File: src/common/cpss_pkg.sv
// Contract
// - Non-paired source: first sync serves named input
// - Paired source: first sync pairs A or C
// - Non-paired source: second sync is ignored
// - Paired source: second sync pairs B or D
// - Reset release captures shared third-sync pin bit0
// - Third sync pairs E only when aux paired
// - Single-ended default frequency from straps, open 19.44MHz
// - Differential default frequency from straps, open 38.88MHz
// - Differential output mode from format field
// - 8kHz output: 50% clock, invert and pulse options
// - 2kHz output: 50% clock, invert and pulse options
// - Inputs A and B expect 8kHz after reset
// - Inputs C, D, E expect 19.44MHz after reset
// - Reset release captures single-ended strap bits 1, 2
// - Reset release captures three differential strap bits
// - Reset returns all state to defaults
package cpss_pkg;
  localparam int unsigned CLK_PERIOD_NS      = 4;
  localparam int unsigned FRAME_8K_PERIOD_NS = 125000;
  localparam int unsigned FRAME_8K_CYCLES    = FRAME_8K_PERIOD_NS / CLK_PERIOD_NS;
  localparam logic [1:0]  MF_LAST            = 2'h3;
  localparam logic [1:0]  MF_HALF            = 2'h2;

  localparam logic [7:0] OFF_SOURCE  = 8'h00;
  localparam logic [7:0] OFF_AUX     = 8'h04;
  localparam logic [7:0] OFF_SHAPE   = 8'h08;
  localparam logic [7:0] OFF_MASTER8 = 8'h0C;
  localparam logic [7:0] OFF_OUTFREQ = 8'h10;
  localparam logic [7:0] OFF_STRAP   = 8'h14;
  localparam logic [7:0] OFF_INFREQ  = 8'h18;
  localparam logic [7:0] OFF_ROUTE   = 8'h1C;

  localparam int unsigned SHAPE_PAIR_LSB = 0;
  localparam int unsigned SHAPE_INV8_BIT = 4;
  localparam int unsigned SHAPE_PUL8_BIT = 5;
  localparam int unsigned SHAPE_INV2_BIT = 6;
  localparam int unsigned SHAPE_PUL2_BIT = 7;
  localparam int unsigned FREQ_SE_LSB    = 0;
  localparam int unsigned FREQ_DIFF_LSB  = 4;

  localparam logic [1:0] PAIRED_PATTERN = 2'h3;
  localparam logic [3:0] REF_A          = 4'h0;
  localparam logic [3:0] REF_B          = 4'h1;
  localparam logic [3:0] REF_C          = 4'h2;
  localparam logic [3:0] REF_D          = 4'h3;
  localparam logic [3:0] REF_E          = 4'h4;
  localparam logic [1:0] PAIR_FOLLOW_LO = 2'h0;
  localparam logic [1:0] PAIR_FORCE_LO  = 2'h1;
  localparam logic [1:0] PAIR_FORCE_HI  = 2'h2;
  localparam logic [1:0] PAIR_FOLLOW_HI = 2'h3;

  localparam logic [2:0]  SE_FREQ_RST   = 3'h3;
  localparam logic [2:0]  DIFF_FREQ_RST = 3'h4;
  localparam logic [3:0]  IN_FREQ_8K    = 4'h1;
  localparam logic [3:0]  IN_FREQ_19M44 = 4'h7;
  localparam logic [19:0] IN_FREQ_RST   = {IN_FREQ_19M44, IN_FREQ_19M44, IN_FREQ_19M44,
                                           IN_FREQ_8K, IN_FREQ_8K};
  localparam logic [3:0]  SOURCE_RST    = 4'h0;
  localparam logic [3:0]  AUX_RST       = 4'h0;
  localparam logic [7:0]  SHAPE_RST     = 8'h00;
  localparam logic [1:0]  FORMAT_RST    = 2'h0;
  localparam logic [1:0]  RESP_OKAY     = 2'h0;
  localparam logic [1:0]  RESP_SLVERR   = 2'h2;

  typedef struct packed {
    logic        rst_d;
    logic [2:0]  se_strap;
    logic [2:0]  diff_strap;
    logic [3:0]  source;
    logic [3:0]  aux_source;
    logic [7:0]  shape;
    logic [1:0]  diff_format;
    logic [2:0]  se_freq;
    logic [2:0]  diff_freq;
    logic [19:0] in_freq;
    logic [16:0] frame_cnt;
    logic [1:0]  mf_cnt;
    logic        fp8;
    logic        mf2;
    logic [4:0]  route;
    logic        awready;
    logic        wready;
    logic        aw_full;
    logic        w_full;
    logic [7:0]  awaddr;
    logic [31:0] wdata;
    logic [3:0]  wstrb;
    logic        bvalid;
    logic [1:0]  bresp;
    logic        arready;
    logic        rvalid;
    logic [31:0] rdata;
    logic [1:0]  rresp;
  } cpss_state_type;
endpackage : cpss_pkg

File: src/rtl/cpss_top.sv
// Decided for this implementation: the AXI4-Lite slave port and the placing of the registers.
`timescale 1ns/1ns
module cpss_top #(
  parameter int unsigned FRAME_CYCLES = cpss_pkg::FRAME_8K_CYCLES
) (
  input  wire logic        CLK,
  input  wire logic        RESET,
  input  wire logic        FRAME_SYNC_IN_FIRST,
  input  wire logic        FRAME_SYNC_IN_SECOND,
  input  wire logic        FRAME_SYNC_IN_THIRD,
  input  wire logic        SE_OUT_STRAP_BIT1,
  input  wire logic        SE_OUT_STRAP_BIT2,
  input  wire logic [2:0]  DIFF_OUT_FREQ_STRAP,
  input  wire logic [3:0]  SELECTED_REF,
  output logic [4:0]       SYNC_ROUTE,
  output logic [2:0]       SE_OUT_FREQ_SEL,
  output logic [2:0]       DIFF_OUT_FREQ_SEL,
  output logic [1:0]       DIFF_OUT_FORMAT,
  output logic [19:0]      IN_FREQ_CFG,
  output logic             FRAME_PULSE_8K_OUT,
  output logic             MULTIFRAME_PULSE_2K_OUT,
  input  wire logic [7:0]  S_AXI_AWADDR,
  input  wire logic        S_AXI_AWVALID,
  output logic             S_AXI_AWREADY,
  input  wire logic [31:0] S_AXI_WDATA,
  input  wire logic [3:0]  S_AXI_WSTRB,
  input  wire logic        S_AXI_WVALID,
  output logic             S_AXI_WREADY,
  output logic [1:0]       S_AXI_BRESP,
  output logic             S_AXI_BVALID,
  input  wire logic        S_AXI_BREADY,
  input  wire logic [7:0]  S_AXI_ARADDR,
  input  wire logic        S_AXI_ARVALID,
  output logic             S_AXI_ARREADY,
  output logic [31:0]      S_AXI_RDATA,
  output logic [1:0]       S_AXI_RRESP,
  output logic             S_AXI_RVALID,
  input  wire logic        S_AXI_RREADY
);
  localparam logic [16:0] FRAME_LAST = 17'(FRAME_CYCLES - 1);
  localparam logic [16:0] FRAME_HALF = 17'(FRAME_CYCLES / 2);

  cpss_pkg::cpss_state_type s;
  cpss_pkg::cpss_state_type next_s;

  logic        src_paired;
  logic        aux_paired;
  logic        first_hi;
  logic        second_hi;
  logic [4:0]  next_route;
  logic [31:0] rd_word;
  logic        rd_hit;
  logic        wr_hit;
  logic        do_write;

  // Byte-lane merge of a write
  function automatic logic [31:0] merge(input logic [31:0] old, input logic [31:0] data,
                                        input logic [3:0] strb);
    logic [31:0] res;
    res = old;
    for (int i = 0; i < 4; i++) begin
      if (strb[i]) begin
        res[i*8 +: 8] = data[i*8 +: 8];
      end
    end
    return res;
  endfunction : merge

  // Frame-sync association
  always_comb begin
    src_paired = s.source[3:2] == cpss_pkg::PAIRED_PATTERN;
    aux_paired = s.aux_source[3:2] == cpss_pkg::PAIRED_PATTERN;
    case (s.shape[cpss_pkg::SHAPE_PAIR_LSB +: 2])
      cpss_pkg::PAIR_FORCE_LO: begin
        first_hi  = 1'b0;
        second_hi = 1'b0;
      end
      cpss_pkg::PAIR_FORCE_HI: begin
        first_hi  = 1'b1;
        second_hi = 1'b1;
      end
      cpss_pkg::PAIR_FOLLOW_HI: begin
        first_hi  = SELECTED_REF != cpss_pkg::REF_A;
        second_hi = SELECTED_REF != cpss_pkg::REF_B;
      end
      default: begin
        first_hi  = SELECTED_REF == cpss_pkg::REF_C;
        second_hi = SELECTED_REF == cpss_pkg::REF_D;
      end
    endcase
    next_route = 5'h00;
    if (!src_paired) begin
      if (s.source <= cpss_pkg::REF_E) begin
        next_route[s.source[2:0]] = FRAME_SYNC_IN_FIRST;
      end
    end else begin
      next_route[first_hi ? 2 : 0]  = FRAME_SYNC_IN_FIRST;
      next_route[second_hi ? 3 : 1] = FRAME_SYNC_IN_SECOND;
    end
    if (aux_paired) begin
      next_route[4] = next_route[4] | FRAME_SYNC_IN_THIRD;
    end
  end

  // Register read decode
  always_comb begin
    rd_hit  = 1'b1;
    rd_word = 32'h0000_0000;
    case (S_AXI_ARADDR)
      cpss_pkg::OFF_SOURCE:  rd_word[3:0] = s.source;
      cpss_pkg::OFF_AUX:     rd_word[3:0] = s.aux_source;
      cpss_pkg::OFF_SHAPE:   rd_word[7:0] = s.shape;
      cpss_pkg::OFF_MASTER8: rd_word[1:0] = s.diff_format;
      cpss_pkg::OFF_OUTFREQ: begin
        rd_word[cpss_pkg::FREQ_SE_LSB +: 3]   = s.se_freq;
        rd_word[cpss_pkg::FREQ_DIFF_LSB +: 3] = s.diff_freq;
      end
      cpss_pkg::OFF_STRAP: begin
        rd_word[cpss_pkg::FREQ_SE_LSB +: 3]   = s.se_strap;
        rd_word[cpss_pkg::FREQ_DIFF_LSB +: 3] = s.diff_strap;
      end
      cpss_pkg::OFF_INFREQ:  rd_word[19:0] = s.in_freq;
      cpss_pkg::OFF_ROUTE:   rd_word[4:0] = s.route;
      default:               rd_hit = 1'b0;
    endcase
  end

  // Next-state logic
  always_comb begin
    logic [31:0] w;
    w        = 32'h0000_0000;
    next_s   = s;
    do_write = s.aw_full && s.w_full && !s.bvalid;
    wr_hit   = 1'b1;
    if (RESET) begin
      next_s             = '0;
      next_s.rst_d       = 1'b1;
      next_s.se_strap    = cpss_pkg::SE_FREQ_RST;
      next_s.diff_strap  = cpss_pkg::DIFF_FREQ_RST;
      next_s.source      = cpss_pkg::SOURCE_RST;
      next_s.aux_source  = cpss_pkg::AUX_RST;
      next_s.shape       = cpss_pkg::SHAPE_RST;
      next_s.diff_format = cpss_pkg::FORMAT_RST;
      next_s.se_freq     = cpss_pkg::SE_FREQ_RST;
      next_s.diff_freq   = cpss_pkg::DIFF_FREQ_RST;
      next_s.in_freq     = cpss_pkg::IN_FREQ_RST;
    end else begin
      next_s.rst_d = 1'b0;
      if (s.rst_d) begin
        next_s.se_strap   = {SE_OUT_STRAP_BIT2, SE_OUT_STRAP_BIT1, FRAME_SYNC_IN_THIRD};
        next_s.diff_strap = DIFF_OUT_FREQ_STRAP;
        next_s.se_freq    = {SE_OUT_STRAP_BIT2, SE_OUT_STRAP_BIT1, FRAME_SYNC_IN_THIRD};
        next_s.diff_freq  = DIFF_OUT_FREQ_STRAP;
      end
      next_s.route = next_route;
      if (s.frame_cnt >= FRAME_LAST) begin
        next_s.frame_cnt = 17'h00000;
        next_s.mf_cnt    = s.mf_cnt + 2'h1;
      end else begin
        next_s.frame_cnt = s.frame_cnt + 17'h00001;
      end
      next_s.fp8 = s.shape[cpss_pkg::SHAPE_INV8_BIT] ^
                   (s.shape[cpss_pkg::SHAPE_PUL8_BIT] ? s.frame_cnt == 17'h00000
                                                      : s.frame_cnt < FRAME_HALF);
      next_s.mf2 = s.shape[cpss_pkg::SHAPE_INV2_BIT] ^
                   (s.shape[cpss_pkg::SHAPE_PUL2_BIT]
                    ? (s.frame_cnt == 17'h00000 && s.mf_cnt == 2'h0)
                    : s.mf_cnt < cpss_pkg::MF_HALF);
      if (S_AXI_AWVALID && s.awready) begin
        next_s.aw_full = 1'b1;
        next_s.awaddr  = S_AXI_AWADDR;
      end
      if (S_AXI_WVALID && s.wready) begin
        next_s.w_full = 1'b1;
        next_s.wdata  = S_AXI_WDATA;
        next_s.wstrb  = S_AXI_WSTRB;
      end
      if (do_write) begin
        case (s.awaddr)
          cpss_pkg::OFF_SOURCE: begin
            w             = merge({28'h0000000, s.source}, s.wdata, s.wstrb);
            next_s.source = w[3:0];
          end
          cpss_pkg::OFF_AUX: begin
            w                 = merge({28'h0000000, s.aux_source}, s.wdata, s.wstrb);
            next_s.aux_source = w[3:0];
          end
          cpss_pkg::OFF_SHAPE: begin
            w            = merge({24'h000000, s.shape}, s.wdata, s.wstrb);
            next_s.shape = w[7:0];
          end
          cpss_pkg::OFF_MASTER8: begin
            w                  = merge({30'h00000000, s.diff_format}, s.wdata, s.wstrb);
            next_s.diff_format = w[1:0];
          end
          cpss_pkg::OFF_OUTFREQ: begin
            w                = merge({25'h0000000, s.diff_freq, 1'b0, s.se_freq},
                                     s.wdata, s.wstrb);
            next_s.se_freq   = w[cpss_pkg::FREQ_SE_LSB +: 3];
            next_s.diff_freq = w[cpss_pkg::FREQ_DIFF_LSB +: 3];
          end
          cpss_pkg::OFF_INFREQ: begin
            w              = merge({12'h000, s.in_freq}, s.wdata, s.wstrb);
            next_s.in_freq = w[19:0];
          end
          cpss_pkg::OFF_STRAP, cpss_pkg::OFF_ROUTE: wr_hit = 1'b1;
          default: wr_hit = 1'b0;
        endcase
        next_s.aw_full = 1'b0;
        next_s.w_full  = 1'b0;
        next_s.bvalid  = 1'b1;
        next_s.bresp   = wr_hit ? cpss_pkg::RESP_OKAY : cpss_pkg::RESP_SLVERR;
      end else if (s.bvalid && S_AXI_BREADY) begin
        next_s.bvalid = 1'b0;
      end
      next_s.awready = !next_s.aw_full;
      next_s.wready  = !next_s.w_full;
      if (S_AXI_ARVALID && s.arready) begin
        next_s.arready = 1'b0;
        next_s.rvalid  = 1'b1;
        next_s.rdata   = rd_word;
        next_s.rresp   = rd_hit ? cpss_pkg::RESP_OKAY : cpss_pkg::RESP_SLVERR;
      end else if (s.rvalid && S_AXI_RREADY) begin
        next_s.rvalid  = 1'b0;
        next_s.arready = 1'b1;
      end else if (!s.rvalid) begin
        next_s.arready = 1'b1;
      end
    end
  end

  always_ff @(posedge CLK) begin
    s <= next_s;
  end

  assign SYNC_ROUTE              = s.route;
  assign SE_OUT_FREQ_SEL         = s.se_freq;
  assign DIFF_OUT_FREQ_SEL       = s.diff_freq;
  assign DIFF_OUT_FORMAT         = s.diff_format;
  assign IN_FREQ_CFG             = s.in_freq;
  assign FRAME_PULSE_8K_OUT      = s.fp8;
  assign MULTIFRAME_PULSE_2K_OUT = s.mf2;
  assign S_AXI_AWREADY           = s.awready;
  assign S_AXI_WREADY            = s.wready;
  assign S_AXI_BVALID            = s.bvalid;
  assign S_AXI_BRESP             = s.bresp;
  assign S_AXI_ARREADY           = s.arready;
  assign S_AXI_RVALID            = s.rvalid;
  assign S_AXI_RDATA             = s.rdata;
  assign S_AXI_RRESP             = s.rresp;
endmodule : cpss_top

File: config.mk
export PLATFORM = sky130hd
export DESIGN_NAME = cpss_top
export DESIGN_NICKNAME = d
export VERILOG_FILES = /design/src/common/cpss_pkg.sv /design/src/rtl/cpss_top.sv
export SDC_FILE = /design/constraint.sdc
export NUM_CORES = 1
export LEC_CHECK = 0
export ABC_AREA = 1
export BUFFER_PORTS_ARGS = -buffer_cell sky130_fd_sc_hd__buf_2
export CAP_MARGIN = 0
export CORE_ASPECT_RATIO = 1.5
export CORE_MARGIN = 10
export CORE_UTILIZATION = 25
export DETAILED_ROUTE_END_ITERATION = 6
export SLEW_MARGIN = 20
export SYNTH_ARGS = -nofsm -noshare
export SYNTH_HDL_FRONTEND = slang
export SYNTH_SLANG_ARGS = --single-unit
File: constraint.sdc
create_clock -name CLK -period 2.5 [get_ports CLK]
set_input_delay 0.125 -clock CLK [delete_from_list [all_inputs] [get_ports CLK]]
set_output_delay 0.125 -clock CLK [all_outputs]
set_load 0.01 [all_outputs]
==> flow_summary.toml <==
[status]
run_status = "completed"

[yosys]
synth_area_um2 = 6380
yosys_warnings = 0
synth_compound_area_share_pct = 13.1
synth_flop_cell = "dfxtp_1"
syn_inst = 868
netlist_top_cells_area = "dfxtp_1 (43%), nand2_1 (10%), buf_4 (8.4%)"
ys_seq_area_share_pct = 43.0
synth_cell_types = 36
synth-xor-area-share_pct = 1.24
synth_common_cells = "nand2_1 (175), dfxtp_1 (137), nor2_1 (124)"
muxShareOfSynthArea_pct = 0
synthAdderAreaFrac_pct = 0.785
yosys.cell_count.top_type = "nand2_1"
yosys.area_share.simple_pct = 27.3
synth_top_family_by_area = "simple AND/OR/NAND/NOR gates"
synth_top_area_share_pct = 43.0
synth-async-reset-ratio_pct = 0
synth_seq_cells = 137
synth_edf_count = 0
synth_top_area_cell = "dfxtp_1"
avgSynthCellArea_um2 = 7.35

[placed_design]
gp_congestion = 0.842
dp_hpwl_mm = 15.1
port-buffer-count = 119

[global_route]
antenna_found_initial = 0
grt_pass1_wl_mm = 29.5
grt_pass1_vias = 5721
overflow = 0
track_usage_pct = 11.7
grt_max_degree = 33

[cells_and_area]
drive_above_1_share_pct = 19.6
nNetsFinal = 1042
antenna_cells = 0
area_growth_syn_to_layout_pct = 22.2
fillers = 2733
final_core_util_pct = 31.0

[sta]
max_freq_ghz = 0.595
finalHoldViolations = 0
setup_violations = 0
fin_worst_skew_ps = 7.97
period_share_pct = 67.2
max_slew.worst_pin.slew_ps = 579
min_period_ps = 1680
drv_slew = 0
rsz0062_at_grt = "false"
max-slew-margin-rel_pct = 61.3
setup_tns_ps = 0

[power_and_ir_drop]
p_leak_nw = 3.50
power.total_mw = 5.34
internal_power_mw = 4.09
power_frac_clock_pct = 49.3
powerDensity_nw_per_um2 = 686
power_frac_comb_pct = 7.6
switchingPower_mw = 1.26
p_seq_share_pct = 43.1
ir_drop_mv = 0.429
sw_frac_of_total_pct = 23.5

[critical_path]
ff2ff_path_depth = 8
critical_path_class = "register to register"
end_kind = "register"
cp-start-kind = "register"
path_max_fanout = 8
cp.required_ps = 2790
crit_arrival_ps = 1970

[detailed_routing]
vias_per_cell = 4.30
wl_mm = 19.1
final_antenna_net_count = 0
first_pass_iters = 5
via_count = 5619
post-route-drc-count = 0
routedWlPerCell_um = 14.6
drt_iter0_drc = 198

[die]
io_pins = 147
num_rows = 71
die_w_um = 150
core_area_um2 = 25100
dieArea_um2 = 32400
start_util_pct = 25.4
die_y_um = 216

[clock_network]
cts.repair.resized = 0
cts_root_buffer = "clkbuf_16"
numClockSinks = 137
ctsHoldBuffers = 30
path_clk_slew_ps = 60
cts_buffer_depth = 2
cts_setup_buffers = 0
cts_tree = "done"
clk_latency_ps = 420
cts_made_buffers = 17
cts_max_level = 4

[run]
cap_violations = 0

[worst_hold_path]
min_path_cells = 3
min_path_type = "input port to register"
## logic make-up (layout without fill, tap and decap cells)
group           count (synthesis)  count (layout)
compound gates                144             144
xor+xnor                        9               9
fa+ha+maj                       4               4
buf+inv                       170             267
flops                         137             137
other cells                     1              16
simple gates                  403             403
## cell usage in the layout (no fill, tap or decap), types with 3 or more instances in the layout
master,count
clkbuf_8,4
inv_1,72
a21oi_1,50
o211ai_1,4
inv_2,4
nand2_2,5
nand3_1,67
o21ai_0,61
xnor2_1,3
or2_2,3
clkbuf_16,17
nor2_4,7
buf_4,8
nor3_1,5
nand4_1,6
xor2_1,6
nand2_1,175
dlygate4sd3_1,30
buf_2,119
clkinv_2,4
conb_1,16
a211oi_1,9
nor2_2,7
ha_1,4
bufinv_16,3
a32o_1,12
nor2_1,124
dfxtp_1,137
## layer usage
metal  part of all wire, %  GRT usage, %
met5                     0             0
met1                    38          11.3
met2                    54          22.1
met4                   3.8          6.04
met3                   4.5          2.87
## power groups by stage
| stage | registers (mW) | clock network (mW) | logic [mW] |
|---|---|---|---|
| 2_1_floorplan | 2.34 | 0 | 0.261 |
| 3_3_place_gp | 2.35 | 0 | 0.371 |
| 3_5_place_dp | 2.35 | 0 | 0.378 |
| 4_1_cts | 2.30 | 2.68 | 0.415 |
| 5_1_grt | 2.31 | 2.77 | 0.465 |
| 6_report | 2.30 | 2.63 | 0.408 |
## metrics by stage
| step | hold WS (ps) | std cells | setup slack, ps | instance area (um^2) |
|---|---|---|---|---|
| 2_1_floorplan | 153 | 883 | 1160 | 6430 |
| 3_3_place_gp | 378 | 1246 | 846 | 6870 |
| 3_5_place_dp | 382 | 1246 | 823 | 6870 |
| 4_1_cts | 11.0 | 1308 | 818 | 7790 |
| 5_1_grt | 28.0 | 1308 | 723 | 7790 |
| 6_report | 9.25 | 1308 | 819 | 7790 |
## worst max-delay path: stages, from the launching register on
cell	delay, ps
dfxtp_1	320
nor2_2	160
nand2_1	90
nor2_1	160
nand3_2	260
inv_1	210
o21ai_0	190
nand2_1	100
a21oi_1	60
## cell type report
class                      count  area (um^2)  area share [%]
tap                          328          410            5.27
sequential                   137         2740            35.2
multi-input combinational    576         2770            35.5
timing repair buffer         157          956            12.3
clock buffer                  21          480            6.17
clock inverter                11          143            1.83
inverter                      78          295            3.79
## state kept, by name (all words and copies together) (netlist names), 2 cells and up
| register | flops |
|---|---|
| SYNC_ROUTE | 5 |
| DIFF_OUT_FREQ_SEL | 3 |
| S_AXI_RDATA | 20 |
| IN_FREQ_CFG | 20 |
| DIFF_OUT_FORMAT | 2 |
| s | 75 |
| SE_OUT_FREQ_SEL | 3 |
## path summary, 6_finish.rpt
path                   start  slack, ps                   end
max                    s[75]        820  DIFF_OUT_FREQ_SEL[1]
min reg2reg   S_AXI_RDATA[6]        450        S_AXI_RDATA[6]
max reg2reg            s[75]        820  DIFF_OUT_FREQ_SEL[1]
min          S_AXI_AWADDR[3]          9                 s[78]
(Power assumes the default switching activity.)
